[config.mk]
export PLATFORM = sky130hd
export DESIGN_NAME = pfs_supervisor
export DESIGN_NICKNAME = d
export VERILOG_FILES = /design/src/rtl/pfs_pkg.sv /design/src/rtl/pfs_supervisor.sv
export VERILOG_INCLUDE_DIRS = /design/src /design/src/rtl
export SDC_FILE = /design/constraint.sdc
export NUM_CORES = 1
export LEC_CHECK = 0
export ABC_AREA = 1
export BUFFER_PORTS_ARGS = -buffer_cell sky130_fd_sc_hd__buf_2
export CORE_ASPECT_RATIO = 1.2
export CORE_MARGIN = 2
export CORE_UTILIZATION = 35
export DETAILED_ROUTE_END_ITERATION = 8
export RECOVER_POWER = 50
export SLEW_MARGIN = 20
export SYNTH_ARGS = -nofsm -noshare
export SYNTH_HDL_FRONTEND = slang
export SYNTH_SLANG_ARGS = --single-unit
[constraint.sdc]
create_clock -name clk_sys -period 6.3 [get_ports clk_sys]
set_input_delay 0.315 -clock clk_sys [delete_from_list [all_inputs] [get_ports clk_sys]]
set_output_delay 0.315 -clock clk_sys [all_outputs]
set_load 0.02 [all_outputs]
[src/rtl/pfs_defs.svh]
// Constants of the protective fault supervisor
`ifndef PFS_DEFS_SVH
`define PFS_DEFS_SVH
// Register byte offsets
`define PFS_A_CTRL 8'h00
`define PFS_A_INJ 8'h04
`define PFS_A_RSEL 8'h08
`define PFS_A_RCNT 8'h0c
`define PFS_A_RWAIT 8'h10
`define PFS_A_RSUCC 8'h14
`define PFS_A_COAST 8'h18
`define PFS_A_STAT 8'h1c
`define PFS_A_RESET 8'h20
// Control bit positions and reset value
`define PFS_B_GCHK 0
`define PFS_B_OFD 1
`define PFS_B_OPL 2
`define PFS_B_IPL 3
`define PFS_CTRL_RST 4'hc
// Setting values
`define PFS_IDLE_9999 16'h270f
`define PFS_INJ_MIN 16'h0010
`define PFS_INJ_MAX 16'h00fd
`define PFS_RWAIT_RST 16'h000a
`define PFS_RWAIT_MIN 16'h0001
`define PFS_RWAIT_MAX 16'h1770
`define PFS_RSEL_MAX 3'h5
`define PFS_RSEL_ALL 3'h0
`define PFS_RSEL_WIDE 3'h4
`define PFS_RCNT_SUPMAX 8'h0a
`define PFS_RCNT_OUTMIN 8'h65
`define PFS_RCNT_OUTMAX 8'h6e
`define PFS_RCNT_OFS 8'h64
// Fault codes of own detectors, values arbitrary
`define PFS_CODE_NONE 8'h00
`define PFS_CODE_GF 8'h01
`define PFS_CODE_OFD 8'h02
`define PFS_CODE_OPL 8'h03
`define PFS_CODE_IPL 8'h04
`define PFS_CODE_RET 8'h05
// Timing
`define PFS_CLK_HZ 40000000
`define PFS_GCHK_MS 20
`define PFS_IPL_S 1
`define PFS_TENTHS_PER_S 10
`define PFS_SUCC_MULT 4
// Bus answers
`define PFS_RESP_OK 2'b00
`define PFS_RESP_ERR 2'b10
`endif

[src/rtl/pfs_pkg.sv]
// Types of the protective fault supervisor
package pfs_pkg;
    typedef enum logic [4:0] {
        PFS_STOP = 5'b00001,
        PFS_CHECK = 5'b00010,
        PFS_RUN = 5'b00100,
        PFS_TRIP = 5'b01000,
        PFS_WAIT = 5'b10000
    } pfs_state_e;

    typedef struct packed {
        logic dev_reset;
        logic light_load;
        logic regen;
        logic second_supply_phase_lost;
        logic first_supply_phase_lost;
        logic in_phase_loss;
        logic out_phase_loss;
        logic out_fault;
        logic earth_fault;
        logic start_cmd;
    } pfs_pins_s;

    typedef struct packed {
        logic retry_excess_trip;
        logic input_phase_loss_trip;
        logic output_phase_loss_trip;
        logic output_fault_trip;
        logic ground_fault_trip;
    } pfs_trips_s;
endpackage

[src/rtl/pfs_supervisor.sv]
// Fault supervisor with start check, injection and retry
//
// Behaviour
// - Start earth check runs only when selected
// - Earth fault at check trips and shuts off
// - Start check delays output by 20 ms
// - Output fault detection enabled by select bit
// - Injected code 16..253 trips, not stored
// - Injection reads 9999; writing 9999 does nothing
// - Trip shuts off, shows code, raises alarm except during retry wait with count up to 10
// - Injected trips never enter fault history
// - Injected trip holds until device reset
// - Injection ignored while a trip is active
// - Injected trips never retried
// - Faults during an active trip change neither display nor history
// - Output phase loss trip only when selected
// - Input phase loss trips after 1 s
// - First/second phase loss shuts off, no trip
// - No input phase loss check regen, light, stopped
// - Retry resets trip, restarts, optional restart sequence
// - Retry selection 0..5 picks qualifying faults
// - Retry count limits retries, picks alarm behaviour
// - Retry waits programmed 0.1..600 s time
// - Writing 0 clears successful retry counter
// - Fault-free run of 4x wait counts success
// - Too many consecutive failures raise excess trip
`timescale 1ns/1ps
`include "pfs_defs.svh"
module pfs_supervisor #(
    parameter int unsigned GCHK_CYC = `PFS_CLK_HZ / 1000 * `PFS_GCHK_MS,
    parameter int unsigned IPL_CYC = `PFS_CLK_HZ * `PFS_IPL_S,
    parameter int unsigned TENTH_CYC = `PFS_CLK_HZ / `PFS_TENTHS_PER_S
) (
    input wire logic clk_sys,
    input wire logic rst,
    input wire pfs_pkg::pfs_pins_s pins,
    input wire logic [7:0] s_axi_awaddr,
    input wire logic s_axi_awvalid,
    output logic s_axi_awready,
    input wire logic [31:0] s_axi_wdata,
    input wire logic [3:0] s_axi_wstrb,
    input wire logic s_axi_wvalid,
    output logic s_axi_wready,
    output logic [1:0] s_axi_bresp,
    output logic s_axi_bvalid,
    input wire logic s_axi_bready,
    input wire logic [7:0] s_axi_araddr,
    input wire logic s_axi_arvalid,
    output logic s_axi_arready,
    output logic [31:0] s_axi_rdata,
    output logic [1:0] s_axi_rresp,
    output logic s_axi_rvalid,
    input wire logic s_axi_rready,
    output pfs_pkg::pfs_trips_s trips,
    output logic output_shutoff,
    output logic fault_alarm_output,
    output logic retry_active,
    output logic restart_seq
);
    localparam int NP = $bits(pfs_pkg::pfs_pins_s);

    logic [NP-1:0] sync1, sync2, sync3, pin_q;
    pfs_pkg::pfs_pins_s p;
    logic start_d, dreset_d;
    logic [3:0] ctrl, fail_cnt;
    logic [2:0] rsel;
    logic [7:0] rcnt, trip_code, hist, hit_code, allowed;
    logic [15:0] rwait, coast, succ_cnt, tenths, wval, succ_target;
    pfs_pkg::pfs_state_e st;
    logic trip_active, injected, pend_succ, restart_now;
    logic [31:0] tmr, ipl_cnt, pre_cnt, rd_val;
    logic wr_go, wr_ok, rd_ok, inj_go, dev_reset, hit, ipl_eval, qualify, timed;

    // Three-stage input synchronisers, accept on agreement
    genvar gi;
    generate
        for (gi = 0; gi < NP; gi++) begin : g_sync
            always_ff @(posedge clk_sys) begin
                if (rst) begin
                    sync1[gi] <= 1'b0;
                    sync2[gi] <= 1'b0;
                    sync3[gi] <= 1'b0;
                    pin_q[gi] <= 1'b0;
                end else begin
                    sync1[gi] <= pins[gi];
                    sync2[gi] <= sync1[gi];
                    sync3[gi] <= sync2[gi];
                    if (sync2[gi] == sync3[gi]) begin
                        pin_q[gi] <= sync3[gi];
                    end
                end
            end
        end
    endgenerate
    assign p = pin_q;

    // Edge history of start and reset pins
    always_ff @(posedge clk_sys) begin
        if (rst) begin
            start_d <= 1'b0;
            dreset_d <= 1'b0;
        end else begin
            start_d <= p.start_cmd;
            dreset_d <= p.dev_reset;
        end
    end

    // Bus write decode
    assign wr_go = s_axi_awvalid && s_axi_wvalid && !s_axi_bvalid && !s_axi_awready;
    assign wval = s_axi_wdata[15:0];
    always_comb begin
        wr_ok = 1'b1;
        unique case (s_axi_awaddr)
            `PFS_A_CTRL, `PFS_A_INJ, `PFS_A_RSEL, `PFS_A_RCNT, `PFS_A_RWAIT,
            `PFS_A_RSUCC, `PFS_A_COAST, `PFS_A_STAT, `PFS_A_RESET: wr_ok = 1'b1;
            default: wr_ok = 1'b0;
        endcase
    end

    // Lanes 0 and 1 must both be strobed
    function automatic logic wr_at(input logic [7:0] a);
        wr_at = wr_go && (s_axi_awaddr == a) && (s_axi_wstrb[1:0] == 2'b11);
    endfunction

    // Injection only with no trip active, 9999 inert
    assign inj_go = wr_at(`PFS_A_INJ) && !trip_active &&
        (wval >= `PFS_INJ_MIN) && (wval <= `PFS_INJ_MAX);
    assign dev_reset = (p.dev_reset && !dreset_d) || (wr_at(`PFS_A_RESET) && s_axi_wdata[0]);

    // Write channel handshake and response
    always_ff @(posedge clk_sys) begin
        if (rst) begin
            s_axi_awready <= 1'b0;
            s_axi_wready <= 1'b0;
            s_axi_bvalid <= 1'b0;
            s_axi_bresp <= `PFS_RESP_OK;
        end else begin
            s_axi_awready <= wr_go;
            s_axi_wready <= wr_go;
            if (s_axi_awready) begin // Response only after the address handshake
                s_axi_bvalid <= 1'b1;
                s_axi_bresp <= wr_ok ? `PFS_RESP_OK : `PFS_RESP_ERR;
            end else if (s_axi_bready) begin
                s_axi_bvalid <= 1'b0;
            end
        end
    end

    // Settings registers, out-of-range writes ignored
    always_ff @(posedge clk_sys) begin
        if (rst) begin
            ctrl <= `PFS_CTRL_RST;
            rsel <= `PFS_RSEL_ALL;
            rcnt <= 8'h00;
            rwait <= `PFS_RWAIT_RST;
            coast <= `PFS_IDLE_9999;
        end else begin
            if (wr_at(`PFS_A_CTRL)) begin
                ctrl <= s_axi_wdata[3:0];
            end
            if (wr_at(`PFS_A_RSEL) && wval <= 16'(`PFS_RSEL_MAX)) begin
                rsel <= wval[2:0];
            end
            if (wr_at(`PFS_A_RCNT) && ((wval <= 16'(`PFS_RCNT_SUPMAX)) ||
                ((wval >= 16'(`PFS_RCNT_OUTMIN)) && (wval <= 16'(`PFS_RCNT_OUTMAX))))) begin
                rcnt <= wval[7:0];
            end
            if (wr_at(`PFS_A_RWAIT) && wval >= `PFS_RWAIT_MIN && wval <= `PFS_RWAIT_MAX) begin
                rwait <= wval;
            end
            if (wr_at(`PFS_A_COAST)) begin
                coast <= wval;
            end
        end
    end

    // Read mux
    always_comb begin
        rd_ok = 1'b1;
        rd_val = 32'h0000_0000;
        unique case (s_axi_araddr)
            `PFS_A_CTRL: rd_val = {28'h0, ctrl};
            `PFS_A_INJ: rd_val = {16'h0, `PFS_IDLE_9999};
            `PFS_A_RSEL: rd_val = {29'h0, rsel};
            `PFS_A_RCNT: rd_val = {24'h0, rcnt};
            `PFS_A_RWAIT: rd_val = {16'h0, rwait};
            `PFS_A_RSUCC: rd_val = {16'h0, succ_cnt};
            `PFS_A_COAST: rd_val = {16'h0, coast};
            `PFS_A_STAT: rd_val = {4'h0, fail_cnt, hist, (trip_active ? trip_code : hist),
                5'h0, (st == pfs_pkg::PFS_WAIT), injected, trip_active};
            `PFS_A_RESET: rd_val = 32'h0000_0000;
            default: rd_ok = 1'b0;
        endcase
    end

    // Read channel
    always_ff @(posedge clk_sys) begin
        if (rst) begin
            s_axi_arready <= 1'b0;
            s_axi_rvalid <= 1'b0;
            s_axi_rdata <= 32'h0000_0000;
            s_axi_rresp <= `PFS_RESP_OK;
        end else begin
            s_axi_arready <= s_axi_arvalid && !s_axi_rvalid && !s_axi_arready;
            if (s_axi_arready) begin // Data only after the address handshake
                s_axi_rvalid <= 1'b1;
                s_axi_rdata <= rd_val;
                s_axi_rresp <= rd_ok ? `PFS_RESP_OK : `PFS_RESP_ERR;
            end else if (s_axi_rready) begin
                s_axi_rvalid <= 1'b0;
            end
        end
    end

    // Input phase loss window, gated by load state
    assign ipl_eval = ctrl[`PFS_B_IPL] && (st == pfs_pkg::PFS_RUN) &&
        !p.regen && !p.light_load && p.in_phase_loss;
    always_ff @(posedge clk_sys) begin
        if (rst) begin
            ipl_cnt <= 32'h0000_0000;
        end else if (!ipl_eval) begin
            ipl_cnt <= 32'h0000_0000;
        end else if (ipl_cnt < IPL_CYC) begin
            ipl_cnt <= ipl_cnt + 32'h0000_0001;
        end
    end

    // Fault source selection by priority
    always_comb begin
        hit = 1'b0;
        hit_code = `PFS_CODE_NONE;
        if (st == pfs_pkg::PFS_CHECK && p.earth_fault) begin
            hit = 1'b1;
            hit_code = `PFS_CODE_GF;
        end else if (st == pfs_pkg::PFS_RUN) begin
            if (ctrl[`PFS_B_OFD] && p.out_fault) begin
                hit = 1'b1;
                hit_code = `PFS_CODE_OFD;
            end else if (ctrl[`PFS_B_OPL] && p.out_phase_loss) begin
                hit = 1'b1;
                hit_code = `PFS_CODE_OPL;
            end else if (ipl_cnt >= IPL_CYC) begin
                hit = 1'b1;
                hit_code = `PFS_CODE_IPL;
            end
        end
    end

    // Retry qualification and allowed attempts
    assign qualify = (rsel == `PFS_RSEL_ALL) || (rsel == `PFS_RSEL_WIDE);
    assign allowed = (rcnt <= `PFS_RCNT_SUPMAX) ? rcnt : 8'(rcnt - `PFS_RCNT_OFS);
    assign succ_target = 16'(rwait * 16'(`PFS_SUCC_MULT));
    assign timed = (st == pfs_pkg::PFS_WAIT) || (st == pfs_pkg::PFS_RUN && pend_succ);

    // Tenth-second timebase for wait and success
    always_ff @(posedge clk_sys) begin
        if (rst || !timed || restart_now || hit) begin
            pre_cnt <= 32'h0000_0000;
            tenths <= 16'h0000;
        end else if (pre_cnt == TENTH_CYC - 1) begin
            pre_cnt <= 32'h0000_0000;
            tenths <= tenths + 16'h0001;
        end else begin
            pre_cnt <= pre_cnt + 32'h0000_0001;
        end
    end

    // Main sequencer: start check, run, trip, retry wait
    always_ff @(posedge clk_sys) begin
        if (rst || (dev_reset && !hit && !inj_go)) begin // Trip beats a coincident reset
            st <= pfs_pkg::PFS_STOP;
            trip_active <= 1'b0;
            injected <= 1'b0;
            trip_code <= `PFS_CODE_NONE;
            fail_cnt <= 4'h0;
            pend_succ <= 1'b0;
            tmr <= 32'h0000_0000;
            restart_now <= 1'b0;
        end else begin
            restart_now <= 1'b0;
            if (inj_go) begin
                st <= pfs_pkg::PFS_TRIP;
                trip_active <= 1'b1;
                injected <= 1'b1;
                trip_code <= wval[7:0];
            end else if (hit) begin
                trip_active <= 1'b1;
                if (rcnt != 8'h00 && qualify && fail_cnt >= 4'(allowed)) begin
                    st <= pfs_pkg::PFS_TRIP;
                    trip_code <= `PFS_CODE_RET;
                    pend_succ <= 1'b0;
                end else if (rcnt != 8'h00 && qualify) begin
                    st <= pfs_pkg::PFS_WAIT;
                    trip_code <= hit_code;
                    fail_cnt <= fail_cnt + 4'h1;
                    pend_succ <= 1'b0;
                end else begin
                    st <= pfs_pkg::PFS_TRIP;
                    trip_code <= hit_code;
                end
            end else begin
                unique case (st)
                    pfs_pkg::PFS_STOP: begin
                        if (p.start_cmd && !start_d) begin
                            tmr <= 32'h0000_0000;
                            st <= ctrl[`PFS_B_GCHK] ? pfs_pkg::PFS_CHECK : pfs_pkg::PFS_RUN;
                        end
                    end
                    pfs_pkg::PFS_CHECK: begin
                        if (!p.start_cmd) begin
                            st <= pfs_pkg::PFS_STOP;
                        end else if (tmr >= GCHK_CYC - 1) begin
                            st <= pfs_pkg::PFS_RUN;
                        end else begin
                            tmr <= tmr + 32'h0000_0001;
                        end
                    end
                    pfs_pkg::PFS_RUN: begin
                        if (pend_succ && tenths >= succ_target) begin
                            pend_succ <= 1'b0;
                            fail_cnt <= 4'h0;
                        end
                        if (!p.start_cmd || p.first_supply_phase_lost || p.second_supply_phase_lost) begin
                            st <= pfs_pkg::PFS_STOP;
                        end
                    end
                    pfs_pkg::PFS_TRIP: begin
                        st <= pfs_pkg::PFS_TRIP;
                    end
                    pfs_pkg::PFS_WAIT: begin
                        if (tenths >= rwait) begin
                            st <= pfs_pkg::PFS_RUN;
                            trip_active <= 1'b0;
                            pend_succ <= 1'b1;
                            restart_now <= 1'b1;
                        end
                    end
                endcase
            end
        end
    end

    // Fault history: first real fault of a sequence, or the retry excess code
    always_ff @(posedge clk_sys) begin
        if (rst) begin
            hist <= `PFS_CODE_NONE;
        end else if (!inj_go && hit && fail_cnt == 4'h0) begin
            hist <= hit_code;
        end else if (!inj_go && hit && rcnt != 8'h00 && qualify &&
            fail_cnt >= 4'(allowed)) begin
            hist <= `PFS_CODE_RET;
        end
    end

    // Successful retry counter, coincident clear and increment give 1
    always_ff @(posedge clk_sys) begin
        if (rst) begin
            succ_cnt <= 16'h0000;
        end else if (!dev_reset && !inj_go && !hit && st == pfs_pkg::PFS_RUN &&
            pend_succ && tenths >= succ_target) begin
            succ_cnt <= (wr_at(`PFS_A_RSUCC) && wval == 16'h0000) ? 16'h0001 : succ_cnt + 16'h0001;
        end else if (wr_at(`PFS_A_RSUCC) && wval == 16'h0000) begin
            succ_cnt <= 16'h0000;
        end
    end

    // Registered outputs
    always_ff @(posedge clk_sys) begin
        if (rst) begin
            output_shutoff <= 1'b1;
            fault_alarm_output <= 1'b0;
            retry_active <= 1'b0;
            restart_seq <= 1'b0;
            trips <= '0;
        end else begin
            output_shutoff <= (st != pfs_pkg::PFS_RUN) || trip_active;
            fault_alarm_output <= trip_active &&
                !(st == pfs_pkg::PFS_WAIT && rcnt <= `PFS_RCNT_SUPMAX);
            retry_active <= (st == pfs_pkg::PFS_WAIT);
            restart_seq <= restart_now && (coast != `PFS_IDLE_9999);
            trips.ground_fault_trip <= trip_active && trip_code == `PFS_CODE_GF && !injected;
            trips.output_fault_trip <= trip_active && trip_code == `PFS_CODE_OFD && !injected;
            trips.output_phase_loss_trip <= trip_active && trip_code == `PFS_CODE_OPL && !injected;
            trips.input_phase_loss_trip <= trip_active && trip_code == `PFS_CODE_IPL && !injected;
            trips.retry_excess_trip <= trip_active && trip_code == `PFS_CODE_RET && !injected;
        end
    end
endmodule // pfs_supervisor

==> results.sh, run 1 <==
export IMPL_num_io_pins=119
export IMPL_cts_clk_slew_worst_paths_ns=0.06
export IMPL_gp_congestion=0.927
export IMPL_status="finished with violations"
export IMPL_cp_start_kind="flip-flop"
export IMPL_nNetsFinal=2248
export IMPL_worstSkewPairLatency_ns=0.58
export IMPL_register_area_sq_um=5590
export IMPL_max_cap_violations=1
export IMPL_cp_max_fo=29
export IMPL_antenna_found_initial=3
export IMPL_post_route_period_util=0.477
export IMPL_cp_arrival_ns=3.45
export IMPL_final_common_cell="nand2_1"
export IMPL_yosys_area_share_simple=0.310
export IMPL_syn_inst=2052
export IMPL_yosysSeqAreaShare=0.389
export IMPL_synth_avg_cell_area_sq_um=6.99
export IMPL_dieArea_sq_um=42600
export IMPL_io_buffers=89
export IMPL_slowest_delay_ns=0.52
export IMPL_p_int_mw=3.00
export IMPL_start_util=0.353
export IMPL_yosysUniqueCellTypes=56
export IMPL_grt_max_degree=93
export IMPL_ant_nets=0
export IMPL_synth_adder_area_share=0.0401
export IMPL_antenna_cells=0
export IMPL_dpl_hpwl_mm=28.7
export IMPL_synthFlopType="dfxtp_1"
export IMPL_coreArea_sq_um=40600
export IMPL_track_usage=0.177
export IMPL_hold_viol=0
export IMPL_drive_above_1_share=0.0775
export IMPL_multi_input_area_sq_um=7300
export IMPL_setup_viol=0
export IMPL_hold_class="input port to flip-flop"
export IMPL_max_freq_mhz=332
export IMPL_vias=13400
export IMPL_die_h_microns=226
export IMPL_slew_viol_final=46
export IMPL_worstHoldStart="s_axi_wdata[15]"
export IMPL_cp_end_kind="flip-flop"
export IMPL_combPwrFrac=0.045
export IMPL_slowest_stage="nand2_1"
export IMPL_synth_edf_count=0
export IMPL_synth_top_family_by_area="simple AND/OR/NAND/NOR gates"
export IMPL_sequentialPowerShare=0.464
export IMPL_dp_slack_ns=3.19
export IMPL_cts_tree="built"
export IMPL_grt_ovfl_total=0
export IMPL_slew_headroom=-0.408
export IMPL_r2r_start="pre_cnt[0]"
export IMPL_crit_chain="ha_1, nand2_1, inv_1, nand2_1, nor2_2, inv_1, nor3_1, nand2_1, clkinv_2, nor2_4, inv_2, nor3b_1"
export IMPL_irDropWorstVdd_v=0.000189
export IMPL_swShare=0.222
export IMPL_dp_cells=2629
export IMPL_power_density_nw_per_um2=237
export IMPL_synth_area_mux_share=0
export IMPL_worstSetupStartpoint="pre_cnt[0]"
export IMPL_synthArstFlopShare=0
export IMPL_synth_warnings=0
export IMPL_fin_tns_setup_ns=0
export IMPL_finalClockSkew_ns=0.0275
export IMPL_vias_per_cell=4.98
export IMPL_final_cells=2693
export IMPL_tightest_slew_ns=2.11
export IMPL_dr_pass1_iters=6
export IMPL_fillers=4228
export IMPL_p_total_mw=3.86
export IMPL_synth_xor_area_share=0.0311
export IMPL_p_sw_mw=0.858
export IMPL_rsz0062_at_grt="no"
export IMPL_grt_pass1_wl_mm=62.4
export IMPL_die_width_microns=189
export IMPL_drt_total_wl_mm=38.3
export IMPL_drt_initial_drc_count=893
export IMPL_cts_sinks=279
export IMPL_finalWorstSetupSlack_ns=3.29
export IMPL_synth_area_sq_um=14300
export IMPL_ys_ff_latch=279
export IMPL_required_ns=6.74
export IMPL_p_leak_nw=6.23
export IMPL_p_clk_frac=0.491
export IMPL_clockBufferDepth=3
export IMPL_violations="capacitance limit, slew limit"
export IMPL_drc=0
export IMPL_fin_util=0.401
export IMPL_synth_compound_area_frac=0.127
export IMPL_avgRoutedWirePerCell_microns=14.2
export IMPL_timing_final_crit_period_ns=3.01
export IMPL_clock_root_buffer="clkbuf_16"
export IMPL_grt_pass1_vias=12600
export IMPL_worst_setup_path_type="flip-flop to flip-flop"
export IMPL_numCtsBuffers=28
export IMPL_row_count=81
export IMPL_final_cell_mix="nand2_1 (439), dfxtp_1 (279), inv_1 (275)"
export IMPL_crit_top_cell="nand2_1"
export IMPL_cts_max_level=1
export IMPL_syn2layout_area_growth_pct=13.5
-- routing by layer --
metal,vias to the layer above,share of wire,global-route usage
met3,90,0.053,0.0260
met5,-,0.00097,0
met4,6,0.034,0.0648
met1,6154,0.43,0.214
met2,324,0.48,0.318
li1,6834,-,-
-- through the flow --
| stage | area (sq um) | hold WS (ns) |
|---|---|---|
| 5_1_grt | 16300 | 0.0577 |
| 4_1_cts | 16400 | 0.0406 |
| 6_report | 16300 | 0.0598 |
| 3_3_place_gp | 15200 | 0.398 |
| 3_5_place_dp | 15200 | 0.395 |
| 2_1_floorplan | 14400 | 0.388 |
-- critical path, delay by kind of cell (launching register included) --
| family | cells | cell delay [ns] |
|---|---|---|
| AND/OR/NAND/NOR | 7 | 1.29 |
| buffers and inverters | 4 | 1.04 |
| flip-flops | 1 | 0.35 |
| adder cells (fa/ha/maj) | 1 | 0.18 |
-- power groups by stage --
stage	logic (mW)	registers (mW)	clock network (mW)
after floorplan	0.124	1.83	0
after global placement	0.171	1.83	0
after detailed placement	0.172	1.83	0
after CTS	0.179	1.79	1.94
after global routing	0.195	1.79	2.01
final	0.175	1.79	1.90
-- area by class of cell --
class,count,share of cell area
Clock inverter,13,0.0164
Multi-Input combinational cell,1425,0.448
Timing Repair Buffer,108,0.0344
Tap cell,539,0.0414
Inverter,291,0.0672
Clock buffer,38,0.0490
Sequential cell,279,0.343
-- synthesized netlist by cell type (19+ instances only) --
cell type / number / area (sq um)
a21oi_1: 171 / 856
clkbuf_1: 23 / 86.3
dfxtp_1: 279 / 5590
ha_1: 46 / 576
inv_1: 275 / 1030
nand2_1: 439 / 1650
nand3_1: 70 / 350
nand4_1: 62 / 388
nor2_1: 262 / 983
nor3_1: 60 / 300
nor4_1: 27 / 169
o211ai_1: 19 / 143
o21ai_0: 83 / 415
xor2_1: 36 / 315
-- registers in the layout (all words and copies together) (netlist names), 3 cells and up --
signal,flops
tenths,16
hist,3
ctrl,4
trip_code,8
fail_cnt,4
p,10
st,5
sync1,10
rcnt,8
rwait,16
coast,16
tmr,32
s_axi_rdata,23
sync2,10
succ_cnt,16
rsel,3
ipl_cnt,32
sync3,10
pre_cnt,32
trips,5
-- logic make-up after synthesis --
kind of cell | Yosys count
and+or+nand+nor | 991
adders and majority gates | 46
buffers and inverters | 358
other | 1
DFF | 279
AOI/OAI and AO/OA | 326
xor gates and xnor gates | 51
-- final timing paths --
check | to | cells past startpoint | slack, ns
max | pre_cnt[22] | 12 | 3.29
min | coast[15] | 3 | 0.06
max reg2reg | pre_cnt[22] | 12 | 3.29
min reg2reg | sync2[5] | 2 | 0.40
-- repair_timing --
action                     4_1_cts  5_1_grt
hold buffers                    13        0
setup buffers                    0        0
hold endpoints to repair        13        0
setup endpoints to repair        0        0
gates resized for setup          0        0
Power figures use the tool's default switching activity.
==> run 2, diff against run 1 <==
==> constraint.sdc (replaced) <==
create_clock -name clk_sys -period 2.6 [get_ports clk_sys]
set_input_delay 0.13 -clock clk_sys [delete_from_list [all_inputs] [get_ports clk_sys]]
set_output_delay 0.13 -clock clk_sys [all_outputs]
set_load 0.02 [all_outputs]
==> run 2 against run 1 <==
Against the previous run: die area is the same; clock skew grew 0.0080 ns; critical path type unchanged; critical path depth shrank 5; non-clock buffer count grew 51; sequential share of layout area shrank 1.0 points; the run still ends with capacitance limit, slew limit left.
==> results.sh, run 2 (synthesis results as in run 1) <==
export IMPL_status="finished with violations"
export IMPL_violations="capacitance limit, slew limit"
export IMPL_dieArea_sq_um=42600
export IMPL_num_io_pins=119
export IMPL_register_area_sq_um=5590
export IMPL_fin_tns_setup_ns=0
export IMPL_nNetsFinal=2301
export IMPL_cts_tree="built"
export IMPL_post_route_period_util=0.936
export IMPL_max_cap_violations=1
export IMPL_tightest_slew_ns=1.52
export IMPL_coreArea_sq_um=40600
export IMPL_cts_max_level=1
export IMPL_hold_viol=0
export IMPL_ant_nets=0
export IMPL_vias_per_cell=4.92
export IMPL_worstHoldStart="s_axi_araddr[5]"
export IMPL_finalClockSkew_ns=0.0355
export IMPL_cts_sinks=279
export IMPL_antenna_found_initial=5
export IMPL_start_util=0.353
export IMPL_max_freq_mhz=411
export IMPL_avgRoutedWirePerCell_microns=14.3
export IMPL_row_count=81
export IMPL_cts_clk_slew_worst_paths_ns=0.06
export IMPL_path_delay_family="simple AND/OR/NAND/NOR gates"
export IMPL_drive_above_1_share=0.0973
export IMPL_vias=13500
export IMPL_dpl_hpwl_mm=29.9
export IMPL_slew_headroom=-0.0122
export IMPL_clockBufferDepth=3
export IMPL_cp_arrival_ns=2.88
export IMPL_multi_input_area_sq_um=7340
export IMPL_finalWorstSetupSlack_ns=0.167
export IMPL_gp_congestion=0.923
export IMPL_drt_initial_drc_count=777
export IMPL_required_ns=3.05
export IMPL_timing_final_crit_period_ns=2.43
export IMPL_final_cell_mix="nand2_1 (438), dfxtp_1 (279), inv_1 (275)"
export IMPL_grt_pass1_vias=12800
export IMPL_track_usage=0.184
export IMPL_cp_start_kind="flip-flop"
export IMPL_p_leak_nw=6.48
export IMPL_io_buffers=89
export IMPL_worstSkewPairLatency_ns=0.59
export IMPL_dp_slack_ns=0.147
export IMPL_fin_util=0.413
export IMPL_irDropWorstVdd_v=0.000435
export IMPL_worst_hold_slack_ns=0.0397
export IMPL_slowest_stage="nor2_1"
export IMPL_grt_pass1_wl_mm=64.2
export IMPL_power_density_nw_per_um2=559
export IMPL_die_h_microns=226
export IMPL_setup_viol=0
export IMPL_worst_path_buf_inv=1
export IMPL_grt_ovfl_total=0
export IMPL_hold_class="input port to flip-flop"
export IMPL_worstSetupStartpoint="s_axi_wready"
export IMPL_cp_end_kind="flip-flop"
export IMPL_top_regs="ipl_cnt x32, pre_cnt x32, tmr x32"
export IMPL_r2r_start="s_axi_wready"
export IMPL_final_common_cell="nand2_1"
export IMPL_die_width_microns=189
export IMPL_fillers=4229
export IMPL_slew_viol_final=37
export IMPL_drc=0
export IMPL_dr_pass1_iters=5
export IMPL_numCtsBuffers=30
export IMPL_grt_max_degree=58
export IMPL_worst_setup_path_type="flip-flop to flip-flop"
export IMPL_clock_root_buffer="clkbuf_16"
export IMPL_rsz0062_at_grt="yes"
export IMPL_syn2layout_area_growth_pct=17.0
export IMPL_drt_total_wl_mm=39.5
export IMPL_cp_max_fo=25
export IMPL_slowest_delay_ns=0.42
export IMPL_crit_chain="inv_1, nand3_1, nor2_1, nand2_1, nor3_1, nand2_2, a211oi_1"
run 2: changes by cell type in the layout (fill, tap and decap cells not counted), sizes merged:
cell | before | now
dlygate4sd3 | 13 | 29
bufinv | 7 | 5
clkbuf | 80 | 77
buf | 53 | 85
clkinvlp | 1 | 4
inv | 287 | 291
diode | 0 | 2
clkinv | 9 | 14
run 2: worst min-delay path, stage by stage:
cell      delay, ns
buf_2          0.12
inv_1          0.06
o311ai_0       0.14
a21oi_1        0.12
run 2: metal layers:
layer	GRT usage	vias to the layer above	routed length, microns
met3	0.0256	77	1970
met1	0.221	6188	16900
met5	0	-	41
li1	-	6948	-
met2	0.331	320	19200
met4	0.0678	6	1360
run 2: layout make-up:
| cell class | instances | share of cell area |
|---|---|---|
| antenna | 2 | 0.000298 |
| clock buffer | 32 | 0.0464 |
| clock inverter | 23 | 0.0175 |
| inverter | 291 | 0.0652 |
| multi-input combinational | 1425 | 0.437 |
| sequential | 279 | 0.333 |
| tap | 539 | 0.0402 |
| timing repair buffer | 159 | 0.0603 |
run 2: worst paths after layout:
kind,end,slack [ns],cells after the start
worst max-delay path,rwait[12],0.17,7
worst min register to register,sync2[4],0.40,2
worst max register to register,rwait[12],0.17,7
worst min-delay path,s_axi_rresp[1],0.04,4
run 2: per-stage QoR:
stage	area [sq um]	power (mW)	instances
4_1_cts	16800	9.51	2746
5_1_grt	16800	9.75	2748
3_5_place_dp	15500	4.87	2662
2_1_floorplan	14400	4.74	2062
6_report	16800	9.37	2750
3_3_place_gp	15500	4.87	2662
run 2: repair_timing:
item                       in CTS  in global routing
hold buffers                   29                  0
hold endpoints to repair       57                  0
setup buffers                   0                  2
resized for setup               0                  8
setup endpoints to repair       0                 27
run 2: power by group:
group / leakage (nW) / total (mW) / internal (mW) / switching (mW)
combinational: 3.71 / 0.466 / 0.145 / 0.321
clock: 0.520 / 4.57 / 2.69 / 1.87
sequential: 2.25 / 4.34 / 4.31 / 0.0244
